[config.mk]
export PLATFORM = sky130hd
export DESIGN_NAME = icc_cmd_reg
export DESIGN_NICKNAME = d
export VERILOG_FILES = /design/src/rtl/icc_pkg.sv /design/src/rtl/icc_evt_gate.sv /design/src/rtl/icc_cmd_reg.sv
export SDC_FILE = /design/constraint.sdc
export NUM_CORES = 1
export LEC_CHECK = 0
export BUFFER_PORTS_ARGS = -buffer_cell sky130_fd_sc_hd__buf_2
export CELL_PAD_IN_SITES_DETAIL_PLACEMENT = 0
export CELL_PAD_IN_SITES_GLOBAL_PLACEMENT = 2
export CORE_MARGIN = 2
export CORE_UTILIZATION = 14
export CTS_CLUSTER_DIAMETER = 120
export DETAILED_ROUTE_END_ITERATION = 12
export PLACE_DENSITY = 0.83
export SETUP_SLACK_MARGIN = 0.02
export SLEW_MARGIN = 20
export SYNTH_ARGS = -nofsm -noshare
export SYNTH_HDL_FRONTEND = slang
export SYNTH_SLANG_ARGS = --single-unit
[constraint.sdc]
create_clock -name sys_clk -period 1.45 [get_ports sys_clk]
set_clock_uncertainty 0.05 [all_clocks]
set_input_delay 0.29 -clock sys_clk [delete_from_list [all_inputs] [get_ports sys_clk]]
set_output_delay 0.29 -clock sys_clk [all_outputs]
set_load 0.05 [all_outputs]
[src/rtl/icc_pkg.sv]
// Shared constants for the interrupt-controller command register block
package icc_pkg;

  // Configuration offset of the command register (byte address)
  localparam logic [7:0]  ICC_CMD_OFFSET       = 8'h04;
  localparam int          ICC_CMD_WIDTH        = 16;

  // Reset value of the command register
  localparam logic [15:0] ICC_CMD_RESET        = 16'h0000;

  // Writable bits: error_message_enable, parity_check_enable,
  // master_request_enable and memory_decode_enable
  localparam logic [15:0] ICC_CMD_WMASK        = 16'h0146;

  // Field positions
  localparam int          ICC_ERR_MSG_EN_POS   = 8;
  localparam int          ICC_WAIT_CYC_POS     = 7;
  localparam int          ICC_PAR_CHK_EN_POS   = 6;
  localparam int          ICC_PALETTE_POS      = 5;
  localparam int          ICC_WR_INVAL_POS     = 4;
  localparam int          ICC_SPEC_CYC_POS     = 3;
  localparam int          ICC_MST_REQ_EN_POS   = 2;
  localparam int          ICC_MEM_DEC_EN_POS   = 1;
  localparam int          ICC_IO_DEC_EN_POS    = 0;

  // Cycles from a taken read to its data
  localparam int          ICC_RD_LATENCY       = 1;

endpackage : icc_pkg

[src/rtl/icc_evt_gate.sv]
// Registered one-cycle event pulse gated by an enable level
module icc_evt_gate
  import icc_pkg::*;
(
  input  wire logic sys_clk,
  input  wire logic nrst,
  input  wire logic evt,
  input  wire logic enable,
  output logic      pulse_r
);

  typedef struct packed {
    logic pulse;
  } icc_gate_state_t;

  icc_gate_state_t st_r;
  icc_gate_state_t st_nxt;

  always_comb
  begin
    st_nxt       = st_r;
    st_nxt.pulse = evt & enable;
  end

  always_ff @(posedge sys_clk)
  begin
    if (!nrst)
    begin
      st_r <= '0;
    end
    else
    begin
      st_r <= st_nxt;
    end
  end

  assign pulse_r = st_r.pulse;

endmodule // icc_evt_gate

[src/rtl/icc_cmd_reg.sv]
// Command register of the interrupt-controller function and the gating it drives
// Functional notes
// - 16-bit register, resets zero, 15:9 read zero
// - Error message enable gates fatal/non-fatal messages
// - Capability error status updates regardless of enable
// - Wait cycle control reads zero, no effect
// - Parity check enable gates write parity reporting
// - Bits 5:3 hardwired zero, read-only
// - Master request enable gates upstream memory requests
// - Completions always returned, whatever master enable
// - Only memory and I/O requests are gated
// - Memory decode off master-aborts window requests
// - I/O decode reads zero, I/O never decoded
module icc_cmd_reg
  import icc_pkg::*;
(
  input  wire logic        sys_clk,
  input  wire logic        nrst,
  // Configuration access port
  input  wire logic        cfg_wr_en,
  input  wire logic        cfg_rd_en,
  input  wire logic [7:0]  cfg_addr,
  input  wire logic [1:0]  cfg_be,
  input  wire logic [15:0] cfg_wdata,
  output logic [15:0]      cfg_rdata,
  output logic             cfg_rdata_valid,
  output logic             cfg_hit,
  output logic [15:0]      cmd_value,
  // Data parity error seen on a received write to this function
  input  wire logic        wr_parity_err,
  input  wire logic        wr_parity_fatal,
  output logic             par_detected,
  output logic             par_reported,
  output logic             cap_err_status_set,
  output logic             err_msg_fatal,
  output logic             err_msg_nonfatal,
  // Upstream requests originated by the interrupt forwarder
  input  wire logic        mst_in_valid,
  input  wire logic        mst_in_is_memio,
  output logic             mst_in_ready,
  output logic             mst_out_valid,
  input  wire logic        mst_out_ready,
  // Completions for received requests
  input  wire logic        cpl_in_valid,
  output logic             cpl_in_ready,
  output logic             cpl_out_valid,
  input  wire logic        cpl_out_ready,
  // Received target requests
  input  wire logic        tgt_req_valid,
  input  wire logic        tgt_req_is_mem,
  input  wire logic        tgt_win_hit,
  output logic             tgt_accept,
  output logic             tgt_master_abort
);

  typedef struct packed {
    logic [15:0] cmd;
    logic [15:0] rdata;
    logic        rvalid;
    logic        hit;
    logic        par_det;
    logic        cap_set;
    logic        accept;
    logic        abort;
  } icc_state_t;

  icc_state_t st_r;
  icc_state_t st_nxt;

  logic        sel;
  logic [15:0] wr_merge;
  logic        err_msg_en;
  logic        par_chk_en;
  logic        mst_en;
  logic        mem_dec_en;
  logic        par_gated;
  logic        mst_pass;

  assign sel        = (cfg_addr == ICC_CMD_OFFSET);
  assign err_msg_en = st_r.cmd[ICC_ERR_MSG_EN_POS];
  assign par_chk_en = st_r.cmd[ICC_PAR_CHK_EN_POS];
  assign mst_en     = st_r.cmd[ICC_MST_REQ_EN_POS];
  assign mem_dec_en = st_r.cmd[ICC_MEM_DEC_EN_POS];

  // Byte enables pick lanes; the mask keeps every read-only bit at zero
  always_comb
  begin
    wr_merge = st_r.cmd;
    if (cfg_be[0])
    begin
      wr_merge[7:0] = cfg_wdata[7:0];
    end
    if (cfg_be[1])
    begin
      wr_merge[15:8] = cfg_wdata[15:8];
    end
    wr_merge = wr_merge & ICC_CMD_WMASK;
  end

  always_comb
  begin
    st_nxt        = st_r;
    st_nxt.rvalid = cfg_rd_en;
    st_nxt.hit    = (cfg_rd_en | cfg_wr_en) & sel;
    st_nxt.rdata  = 16'h0000;
    if (cfg_rd_en && sel)
    begin
      st_nxt.rdata = st_r.cmd & ICC_CMD_WMASK;
    end
    // A write in the same cycle as a read returns the old value
    if (cfg_wr_en && sel)
    begin
      st_nxt.cmd = wr_merge;
    end
    // Detection and capability status never depend on the enables
    st_nxt.par_det = wr_parity_err;
    st_nxt.cap_set = wr_parity_err;
    // I/O requests that hit the window always fall through to master abort: no I/O decode
    st_nxt.accept  = tgt_req_valid & tgt_win_hit & tgt_req_is_mem & mem_dec_en;
    st_nxt.abort   = tgt_req_valid & tgt_win_hit
                     & (~tgt_req_is_mem | ~mem_dec_en);
  end

  always_ff @(posedge sys_clk)
  begin
    if (!nrst)
    begin
      st_r     <= '0;
      st_r.cmd <= ICC_CMD_RESET;
    end
    else
    begin
      st_r <= st_nxt;
    end
  end

  // Error messages need both parity checking and error message enable
  assign par_gated = wr_parity_err & par_chk_en;

  icc_evt_gate u_par_rep (
    .sys_clk (sys_clk),
    .nrst    (nrst),
    .evt     (wr_parity_err),
    .enable  (par_chk_en),
    .pulse_r (par_reported)
  );

  icc_evt_gate u_err_fatal (
    .sys_clk (sys_clk),
    .nrst    (nrst),
    .evt     (par_gated & wr_parity_fatal),
    .enable  (err_msg_en),
    .pulse_r (err_msg_fatal)
  );

  icc_evt_gate u_err_nonfatal (
    .sys_clk (sys_clk),
    .nrst    (nrst),
    .evt     (par_gated & ~wr_parity_fatal),
    .enable  (err_msg_en),
    .pulse_r (err_msg_nonfatal)
  );

  // Blocked memory/I/O requests stall rather than drop, so a pending
  // interrupt goes out once software enables mastering
  assign mst_pass      = mst_en | ~mst_in_is_memio;
  assign mst_out_valid = mst_in_valid & mst_pass;
  assign mst_in_ready  = mst_out_ready & mst_pass;

  assign cpl_out_valid = cpl_in_valid;
  assign cpl_in_ready  = cpl_out_ready;

  assign cfg_rdata          = st_r.rdata;
  assign cfg_rdata_valid    = st_r.rvalid;
  assign cfg_hit            = st_r.hit;
  assign cmd_value          = st_r.cmd;
  assign par_detected       = st_r.par_det;
  assign cap_err_status_set = st_r.cap_set;
  assign tgt_accept         = st_r.accept;
  assign tgt_master_abort   = st_r.abort;
endmodule // icc_cmd_reg

======== Yosys cells after proc, flatten, opt, wreduce, memory -nomap -nowiden ========
Index checks and enable logic that the tools add are counted.
operators by class
  eq/ne operators ......................... 1
  bitwise operators ....................... 19
  reductions and logical operators ........ 5
operators with widths
  cell                  number
  $and A1 B1 Y1         12
  $eq A8 B3 Y1 const B  1
  $reduce_and A2 Y1     3
  $not A1 Y1            4
  $or A1 B1 Y1          3
  $logic_and A1 B1 Y1   2
storage, ports and cells
  register bits ........................... 28
  input bits .............................. 40
  word-level logic and storage cells ...... 37

======== Logic depth before layout (Yosys ltp) ========
Gate-level depths: netlist of run 1.
  word-level depth ........................ 3
  gate-level depth with buffers ........... 3
  gate-level depth less buffers ........... 3

======== Cells and area by module ========
From an unflattened synthesis of run 1, not the netlist that was laid out.
unflattened totals
  cell total of the unflattened synthesis .. 82
  area, all modules ....................... 788.3 um2
by module, submodules not included
  module        instances  cells each  area each (um2)
  icc_cmd_reg   1          76          709.4
  icc_evt_gate  3          2           26.3

======== Worst setup path after synthesis of run 1 ========
OpenSTA, ideal clock, no wires.
  path kind ............................... register to output
  start point ............................. register st_r (netlist bit cmd_value[2])
  end point ............................... output mst_in_ready
  arrival time ............................ 1.227 ns
  slack ................................... -0.117 ns
  cell stages (with the launch flop) ...... 3
  buffers on the path ..................... 0
  cell sequence ........................... dfxtp_1 -> nand2b_1 -> and2_1
between the ends
  cells in the longest elaborated chain, start to end .. 2
RTL lines
  what                      RTL line            source
  start: declaration        icc_cmd_reg.sv:67   icc_state_t st_r;
  start signal: assignment  icc_cmd_reg.sv:133  st_r <= st_nxt;
  $or A1 B1 Y1              icc_cmd_reg.sv:166  assign mst_pass = mst_en | ~mst_in_is_memio;
  $and A1 B1 Y1             icc_cmd_reg.sv:168  assign mst_in_ready = mst_out_ready & mst_pass;
  end: declaration          icc_cmd_reg.sv:40   output logic mst_in_ready,
No other way between the ends.

======== Worst setup path after layout of run 1 ========
  start point ............................. register st_r (netlist bit cmd_value[2])
  end point ............................... output mst_out_valid
between the ends
  cells in the longest elaborated chain, start to end .. 2
RTL lines
  what              RTL line            source
  $or A1 B1 Y1      icc_cmd_reg.sv:166
  $and A1 B1 Y1     icc_cmd_reg.sv:167  assign mst_out_valid = mst_in_valid & mst_pass;
  end: declaration  icc_cmd_reg.sv:41   output logic mst_out_valid,
No other way between the ends.

==> results of run 1 <==
[metrics by stage]
stage               setup TNS, ns  hold slack [ns]  total power [W]
floorplan                       0            0.335         0.000708
global placement           -0.977            0.409         0.000687
detailed placement          -1.07            0.415         0.000688
CTS                             0            0.184          0.00100
global route                    0            0.214          0.00104
finish                          0            0.190         0.000993
[how the worst max path moves through the flow]
stage | depth (start not counted) | slack [ns] | endpoint | start
after floorplan | 3 | 0.02 | cmd_value[2] | cfg_addr[5]
after global placement | 4 | -0.16 | cmd_value[8] | cfg_addr[5]
after detailed placement | 4 | -0.18 | cmd_value[6] | cfg_addr[5]
after CTS | 3 | 0.04 | mst_out_valid | cmd_value[2]
after global routing | 4 | 0.01 | cmd_value[6] | cfg_addr[3]
final | 3 | 0.09 | mst_out_valid | cmd_value[2]
[kinds of logic after synthesis]
group           synth area share
compound gates            0.0350
simple gates               0.232
mux                       0.0382
flops                      0.408
buf+inv                    0.282
other cells              0.00477
[where the power goes]
part	internal, W	switching, W
sequential	0.000444	0.00000104
clock	0.000183	0.000125
combinational	0.0000452	0.000194
[synthesized netlist by cell type]
| cell type | instances | area share |
|---|---|---|
| o21ai_0 | 1 | 0.0064 |
| and3b_1 | 1 | 0.011 |
| buf_4 | 29 | 0.28 |
| nor3b_2 | 1 | 0.016 |
| nor2_1 | 1 | 0.0048 |
| mux2i_1 | 3 | 0.038 |
| o311ai_1 | 1 | 0.011 |
| dfxtp_1 | 16 | 0.41 |
| nand3_1 | 1 | 0.0064 |
| and3_1 | 2 | 0.016 |
| nor3_4 | 1 | 0.021 |
| conb_1 | 1 | 0.0048 |
| a21oi_1 | 1 | 0.0064 |
| o41ai_1 | 1 | 0.011 |
| nor3_1 | 1 | 0.0064 |
| or4b_4 | 1 | 0.018 |
| and2_1 | 8 | 0.064 |
| or4_4 | 1 | 0.014 |
| nand2b_1 | 1 | 0.0080 |
| clkbuf_1 | 1 | 0.0048 |
| nand2_1 | 10 | 0.048 |
[layout make-up]
type / instances / share of cell area
Clock buffer: 3 / 0.0398
Multi-Input combinational cell: 60 / 0.318
Sequential cell: 16 / 0.310
Tap cell: 72 / 0.0869
Timing Repair Buffer: 46 / 0.245
[worst reg2reg max path, delay by kind of cell, from the launching register on]
family           cells  cell delay, ns
AND/OR/NAND/NOR      2            0.34
flip-flops           1            0.33
[state kept, by name (all words and copies together) (netlist names)]
signal,cells
cfg_rdata,4
u_err_nonfatal.pulse_r,1
cfg_rdata_valid,1
u_err_fatal.pulse_r,1
u_par_rep.pulse_r,1
tgt_master_abort,1
cap_err_status_set,1
cmd_value,4
tgt_accept,1
cfg_hit,1
[per-layer routing]
layer	GRT usage	wire, µm	part of all wire
met3	0.0148	243	0.15
met1	0.0556	637	0.40
met5	0	0	0
met4	0.0155	0	0
met2	0.0718	692	0.44
==> summary.md, run 1 <==
| Metric | Value |
|---|---|
| CP Data Arrival Time | `1.02 ns` |
| Crit. End Element | `output port` |
| Unrepaired setup endpoints after global routing | `true` |
| CP max-delay cell | `dfxtp_2` |
| Most frequent cells in the layout | `buf_2 (41), conb_1 (24), dfxtp_1 (15)` |
| Netlist Area Pre-Place | `786 µm²` |
| Gr ovfl total | `0` |
| Final Util | `0.190` |
| Routed Antenna Nets | `0` |
| Worst Path Max Fanout | `4` |
| FF+latch count, synth | `16` |
| Clock Pin Slew Worst Setup and Hold Paths | `0.06 ns` |
| Pre-antenna DRT Iters | `3` |
| Final Hold Vio Count | `0` |
| Gp weighted congestion | `0.609` |
| Yosys warns | `0` |
| Clk Latency, worst-skew pair | `0.24 ns` |
| Pre-CTS setup slack | `-0.179 ns` |
| Syn Area/Cell | `9.47 µm²` |
| Peak Freq | `0.736 GHz` |
| Die Y | `78.9 µm` |
| CTS tree | `done` |
| # port buffers | `44` |
| Remaining DRCs | `0` |
| Final worst slack | `0.0908 ns` |
| Vias | `606` |
| Share of layout cells above drive strength 1 | `0.432` |
| Worst r2r dst | `u_err_fatal.pulse_r` |
| Fin. max-slew vios | `0` |
| WS Path Type | `reg2out` |
| Worst hold path depth | `2` |
| Ratio of final minimum period to clock period | `0.937` |
| Most common cell after layout, fill and taps aside | `buf_2` |
| P_leak | `0.535 nW` |
| Max cap viols | `0` |
| CTS Buf Count | `3` |
| Worst vdd ir | `281 µV` |
| Largest stage delay, worst path | `0.33 ns` |
| Detailed placement HPWL | `1340 µm` |
| Initial Util | `0.144` |
| CTS Root Buffer Type | `clkbuf_8` |
| Fin crit period | `1.36 ns` |
| R2r setup slk | `0.62 ns` |
| Pin count of the biggest net entering global routing | `14` |
| Outcome | `complete, no violations` |
| Post-synthesis instance total | `83` |
| Nets | `167` |
| Sum of buffers and inverters on the critical path | `1` |
| Dpl cells | `194` |
| Ant diodes | `0` |
| Final setup vio count | `0` |
| CP cell instances | `nand2b_1 -> and2_1 -> buf_6` |
| CP startpoint kind | `flop` |
| Reg2Reg Depth | `2` |
| Clk sinks | `16` |
| CTS resizes | `0` |
| Synth cell types | `21` |
| R2R Path Start | `cmd_value[6]` |
| Finished Layout Cells | `197` |
| Wirelength, routed | `1570 µm` |
| WHS Endpoint | `tgt_master_abort` |
| Required time worst endpoint | `1.11 ns` |
| Fill count | `627` |
| CTS Hold Bufs | `0` |
| Multi-input gate area | `330 µm²` |
| WL per Instance | `7.98 µm` |
| Initial antenna violation count | `0` |
| CP delay by family, top | `flip-flops` |
| DP Area | `977 µm²` |
| P&R area growth vs syn | `32.0%` |
| Hold_sp | `tgt_req_is_mem` |
| Design Area, Final | `1040 µm²` |
| DR vias/cell | `3.08` |
| Reg area | `322 µm²` |
| CTS max path bufs | `2` |
| H-tree depth | `1` |
| Core Box Area | `5470 µm²` |
| Power density over the cells | `957 nW/µm²` |
| Vias in the first global route | `432` |
| Die ar. | `6230 µm²` |
| Global-route wire length before repair | `2130 µm` |
| Gr usage total | `0.0445` |
| Hold WC Path Type | `in2reg` |
| Chip width | `78.9 µm` |
| Row count | `27` |
| Starting DRT DRC Count | `20` |
| Sequential share of the synthesized area | `0.408` |
| Ports | `85` |
| Setup bufs post-CTS | `0` |
Note: power is estimated with default switching activity, not from simulation.
==> inputs of run 2 (changes only) <==
--- a/config.mk
+++ b/config.mk
@@ -12,7 +12,7 @@
 export CORE_UTILIZATION = 14
 export CTS_CLUSTER_DIAMETER = 120
 export DETAILED_ROUTE_END_ITERATION = 12
-export PLACE_DENSITY = 0.83
+export PLACE_DENSITY = 0.84
 export SETUP_SLACK_MARGIN = 0.02
 export SLEW_MARGIN = 20
 export SYNTH_ARGS = -nofsm -noshare
==> run 2 against run 1 <==
Against the previous run: design area unchanged; clock power up 21%; via count unchanged; register-to-register slack about the same; flip-flop and latch count unchanged; global-route usage up 0.070 points; count of clock-buffer cells in the layout up 1; setup slack worse by 0.0017 ns; core utilization unchanged; first-iteration DRC count up 60%; cell count unchanged; largest cell class unchanged; largest power group unchanged; highest routed layer unchanged.
==> summary.md, run 2 (same netlist as run 1, synthesis figures left out) <==
| Metric | Value |
|---|---|
| Gr usage total | `0.0452 (+0.000696)` |
| Global-route wire length before repair | `2250 µm (+5.8%)` |
| Power density over the cells | `1020 nW/µm² (+6.4%)` |
| WL per Instance | `7.71 µm (-3.4%)` |
| P_sw | `0.000330 W (+3.0%)` |
| Pre-antenna DRT Iters | `4 (+1)` |
| Setup bufs post-CTS | `0 (unchanged)` |
| DR vias/cell | `3.08 (unchanged)` |
| Pre-CTS setup slack | `-0.172 ns (+0.00780 ns)` |
| WS Path Type | `reg2out` |
| Initial antenna violation count | `0 (unchanged)` |
| GR Util met3 | `0.0102 (-0.00455)` |
| Clk Latency, worst-skew pair | `0.24 ns (about the same)` |
| Outcome | `complete, no violations` |
| Internal | `0.000727 W (+8.1%)` |
| Ratio of final minimum period to clock period | `0.939 (+0.00116)` |
| Pin count of the biggest net entering global routing | `14 (unchanged)` |
| Final setup vio count | `0 (unchanged)` |
| Most common cell after layout, fill and taps aside | `buf_2` |
| # port buffers | `44 (unchanged)` |
| Gr ovfl total | `0 (unchanged)` |
| Sequential share of power | `0.421 (-0.027)` |
| Vias in the first global route | `484 (+12%)` |
| Fin. max-slew vios | `0 (unchanged)` |
| Required time worst endpoint | `1.11 ns (about the same)` |
| Nets | `166 (-0.60%)` |
| Sum of buffers and inverters on the critical path | `1 (unchanged)` |
| Initial Util | `0.144 (unchanged)` |
| Gp weighted congestion | `0.646 (+6.1%)` |
| CTS resizes | `0 (unchanged)` |
| Clock Pin Slew Worst Setup and Hold Paths | `0.06 ns (about the same)` |
| Die Y | `78.9 µm (unchanged)` |
| Fin Setup TNS | `0 ns (unchanged)` |
| Design Area, Final | `1040 µm² (unchanged)` |
| Starting DRT DRC Count | `32 (+60%)` |
| CTS Buf Count | `3 (unchanged)` |
| CTS Root Buffer Type | `clkbuf_8` |
| Most used routing layer | `met2` |
| Unrepaired setup endpoints after global routing | `false` |
| Final worst slack | `0.0891 ns (-0.00168 ns)` |
| GR Layer Usage met1 | `0.0583 (+0.00270)` |
| Crit. End Element | `output port` |
| Remaining DRCs | `0 (unchanged)` |
| Share of layout cells above drive strength 1 | `0.432 (unchanged)` |
| Most frequent cells in the layout | `buf_2 (42), conb_1 (24), dfxtp_1 (15)` |
| Peak Freq | `0.735 GHz (-0.12%)` |
| CTS Hold Bufs | `0 (unchanged)` |
| Sw Share | `0.312 (-0.0104)` |
| Core Box Area | `5470 µm² (unchanged)` |
| CP cell instances | `nand2b_1 -> and2_1 -> buf_6` |
| Chip width | `78.9 µm (unchanged)` |
| Final Util | `0.190 (unchanged)` |
| Grt met2 use | `0.0718 (unchanged)` |
| Fin crit period | `1.36 ns (+0.00168 ns)` |
| Comb power frac | `0.225 (-0.016)` |
| Row count | `27 (unchanged)` |
| Die ar. | `6230 µm² (unchanged)` |
| Wirelength, routed | `1520 µm (-3.4%)` |
| P&R area growth vs syn | `32.0% (unchanged)` |
| Routed Antenna Nets | `0 (unchanged)` |
| CTS tree | `done` |
| CP startpoint kind | `flop` |
| P_leak | `0.537 nW (+0.28%)` |
| Ant diodes | `0 (unchanged)` |
| CP Data Arrival Time | `1.02 ns (about the same)` |
| CTS max path bufs | `2 (unchanged)` |
| Clk sinks | `16 (unchanged)` |
| Hold WC Path Type | `in2reg` |
| Worst vdd ir | `273 µV (-2.8%)` |
| H-tree depth | `1 (unchanged)` |
| Vias | `606 (unchanged)` |
| Worst Path Max Fanout | `4 (unchanged)` |
| Largest stage delay, worst path | `0.33 ns (about the same)` |
| Ports | `85 (unchanged)` |
| DP Area | `970 µm² (-0.77%)` |
| Clock power frac | `0.354 (+0.044)` |
| Max cap viols | `0 (unchanged)` |
| CP delay by family, top | `flip-flops` |
| CP max-delay cell | `dfxtp_2` |
| Final Hold Vio Count | `0 (unchanged)` |
## run 2: cell types whose count changed in the layout (fill, tap and decap cells not counted)
cell	delta
buf_6	-1
buf_2	+1
buf_4	-1
clkbuf_8	+1
## run 2: worst paths after layout
check / start / endpoint / slack, ns / cells after the start
worst max-delay path: cmd_value[2] / mst_out_valid / 0.09 / 3
worst min register to register: cmd_value[2] / cmd_value[2] / 0.42 / 2
worst min-delay path: tgt_req_is_mem / tgt_master_abort / 0.19 / 2
worst max register to register: cmd_value[6] / u_err_fatal.pulse_r / 0.63 / 2
## run 2: layout make-up
type	instances	area, µm²
repair buffers	45	240
clock buffers	4	55.1
fillers	641	4440
multi-input cells	60	330
flip-flops and latches	16	322
well taps	72	90.1
## run 2: metal layers
layer  share of wire  wire length, µm  vias to the layer above
met2            0.44              662                       50
li1                -                -                      301
met3            0.14              209                        0
met5               0                0                        -
met4               0                0                        0
met1            0.43              646                      255
## run 2: stage by stage
step	total power [W]	cells	hold WS, ns
after floorplan	0.000708	106	0.335
after global placement	0.000687	193	0.408
after detailed placement	0.000687	193	0.418
after CTS	0.00107	197	0.186
after global routing	0.00111	197	0.187
final	0.00106	197	0.189
## run 2: power by group through the flow
| stage | clock network [W] | logic [W] | registers (W) |
|---|---|---|---|
| after global routing | 0.000416 | 0.000249 | 0.000445 |
| after detailed placement | 0 | 0.000233 | 0.000455 |
| after global placement | 0 | 0.000232 | 0.000455 |
| after floorplan | 0 | 0.000239 | 0.000470 |
| after CTS | 0.000390 | 0.000233 | 0.000445 |
| final | 0.000374 | 0.000237 | 0.000445 |
==> inputs of run 3 (changes only) <==
--- a/config.mk
+++ b/config.mk
@@ -12,7 +12,7 @@
 export CORE_UTILIZATION = 14
 export CTS_CLUSTER_DIAMETER = 120
 export DETAILED_ROUTE_END_ITERATION = 12
-export PLACE_DENSITY = 0.84
+export PLACE_DENSITY_LB_ADDON = 0.1
 export SETUP_SLACK_MARGIN = 0.02
 export SLEW_MARGIN = 20
 export SYNTH_ARGS = -nofsm -noshare
==> run 3 against run 2 <==
Against the previous run: register-to-register slack hardly changed; sequential share of layout area decreased by 0.44 points; design area increased by 1.4%; cell count increased by 1.0%; count of clock-buffer cells in the layout shrank 1; via count grew 3.5%; maximum frequency down 0.37%; critical path depth is the same; critical path type unchanged; total power down 4.6%.
==> summary.md, run 3 (same netlist as run 1, synthesis figures left out) <==
| Metric | Value |
|---|---|
| Outcome | `complete, no violations` |
| Worst Path Max Fanout | `4 (unchanged)` |
| DR vias/cell | `3.15 (+2.4%)` |
| Reg2Reg Depth | `2 (unchanged)` |
| Largest stage delay, worst path | `0.33 ns (about the same)` |
| Nets | `169 (+1.8%)` |
| Initial antenna violation count | `0 (unchanged)` |
| Most common cell after layout, fill and taps aside | `buf_2` |
| # port buffers | `44 (unchanged)` |
| Pre-CTS setup slack | `-0.175 ns (-0.00294 ns)` |
| Core Box Area | `5470 µm² (unchanged)` |
| Unrepaired setup endpoints after global routing | `false` |
| CP max-delay cell | `dfxtp_2` |
| Worst vdd ir | `241 µV (-12%)` |
| Required time worst endpoint | `1.11 ns (about the same)` |
| Max cap viols | `0 (unchanged)` |
| Clock Pin Slew Worst Setup and Hold Paths | `0.06 ns (about the same)` |
| Wirelength, routed | `1800 µm (+18%)` |
| Setup bufs post-CTS | `0 (unchanged)` |
| CTS Hold Bufs | `0 (unchanged)` |
| Share of layout cells above drive strength 1 | `0.441 (+0.00894)` |
| Die Y | `78.9 µm (unchanged)` |
| CP startpoint kind | `flop` |
| CP Data Arrival Time | `1.03 ns (about the same)` |
| CTS Buf Count | `3 (unchanged)` |
| CTS resizes | `0 (unchanged)` |
| Crit. End Element | `output port` |
| Final Power | `0.00101 W (-4.6%)` |
| WS Path Type | `reg2out` |
| Peak Freq | `0.732 GHz (-0.37%)` |
| CP cell instances | `nand2b_1 -> and2_1 -> buf_6` |
| Gp weighted congestion | `0.607 (-6.0%)` |
| Gr usage total | `0.0596 (+0.0144)` |
| Ratio of final minimum period to clock period | `0.942 (+0.00350)` |
| Detailed placement HPWL | `1560 µm` |
| CTS Root Buffer Type | `clkbuf_8` |
| Final worst slack | `0.0840 ns (-0.00507 ns)` |
| WL per Instance | `9.05 µm (+17%)` |
| H-tree depth | `1 (unchanged)` |
| Chip width | `78.9 µm (unchanged)` |
| Vias | `627 (+3.5%)` |
| Vias in the first global route | `624 (+29%)` |
| Hold WC Path Type | `in2reg` |
| Gr ovfl total | `0 (unchanged)` |
| CP delay by family, top | `flip-flops` |
| Clk sinks | `16 (unchanged)` |
| Fin Setup TNS | `0 ns (unchanged)` |
| Hold WS | `0.188 ns (-0.00134 ns)` |
| Remaining DRCs | `0 (unchanged)` |
| Final setup vio count | `0 (unchanged)` |
| CTS tree | `done` |
| Power density over the cells | `958 nW/µm² (-6.0%)` |
| Routed Antenna Nets | `0 (unchanged)` |
| Die ar. | `6230 µm² (unchanged)` |
| Pre-antenna DRT Iters | `2 (-2)` |
| Global-route wire length before repair | `2870 µm (+28%)` |
| Starting DRT DRC Count | `4 (-88%)` |
| WP depth | `3 (unchanged)` |
| Most frequent cells in the layout | `buf_2 (41), conb_1 (24), dfxtp_1 (15)` |
| Row count | `27 (unchanged)` |
| P_leak | `0.546 nW (+1.8%)` |
| Pin count of the biggest net entering global routing | `13 (-1)` |
| CTS max path bufs | `2 (unchanged)` |
| Final Hold Vio Count | `0 (unchanged)` |
| Sum of buffers and inverters on the critical path | `1 (unchanged)` |
| P&R area growth vs syn | `33.9%` |
| Clk Latency, worst-skew pair | `0.24 ns (about the same)` |
| Fin. max-slew vios | `0 (unchanged)` |
| Ant diodes | `0 (unchanged)` |
| Fin crit period | `1.37 ns (+0.00507 ns)` |
| Initial Util | `0.144 (unchanged)` |
| Ports | `85 (unchanged)` |
| Worst hold path depth | `2 (unchanged)` |
## run 3: stage by stage
step / area (µm²) / instances / utilization
after global routing: 1050 / 199 / 0.192
final: 1050 / 199 / 0.192
after CTS: 1030 / 199 / 0.189
after detailed placement: 992 / 196 / 0.181
after floorplan: 873 / 106 / -
after global placement: 992 / 196 / 0.181
## run 3: final cells by class
| class | count | area, µm² |
|---|---|---|
| clock buffers | 3 | 41.3 |
| fillers | 629 | 4420 |
| multi-input cells | 60 | 330 |
| flip-flops and latches | 16 | 322 |
| well taps | 72 | 90.1 |
| repair buffers | 48 | 269 |
## run 3: worst paths after layout
path	startpoint	end	slack (ns)
setup / recovery	cmd_value[2]	mst_in_ready	0.08
hold / removal	tgt_req_is_mem	tgt_master_abort	0.19
setup reg to reg	cmd_value[6]	u_err_fatal.pulse_r	0.63
hold reg to reg	cmd_value[2]	cmd_value[2]	0.42
## run 3: report_power, final
part | internal [W] | total, W | switching, W
clock | 0.000183 | 0.000319 | 0.000136
sequential | 0.000444 | 0.000445 | 0.00000132
combinational | 0.0000470 | 0.000243 | 0.000196
## run 3: worst reg2reg max path, cell delays in order (launching register included)
cell and delay, ns:
dfxtp_1 0.33, and3_1 0.17, and3_1 0.17
## run 3: layer usage
| metal | up-vias | part of all wire | routed length [µm] | global-route usage |
|---|---|---|---|---|
| li1 | 307 | - | - | - |
| met1 | 280 | 0.38 | 685 | 0.0654 |
| met2 | 38 | 0.48 | 871 | 0.0966 |
| met3 | 2 | 0.12 | 213 | 0.0216 |
| met4 | 0 | 0.016 | 29 | 0.0397 |
| met5 | - | 0 | 0 | 0 |
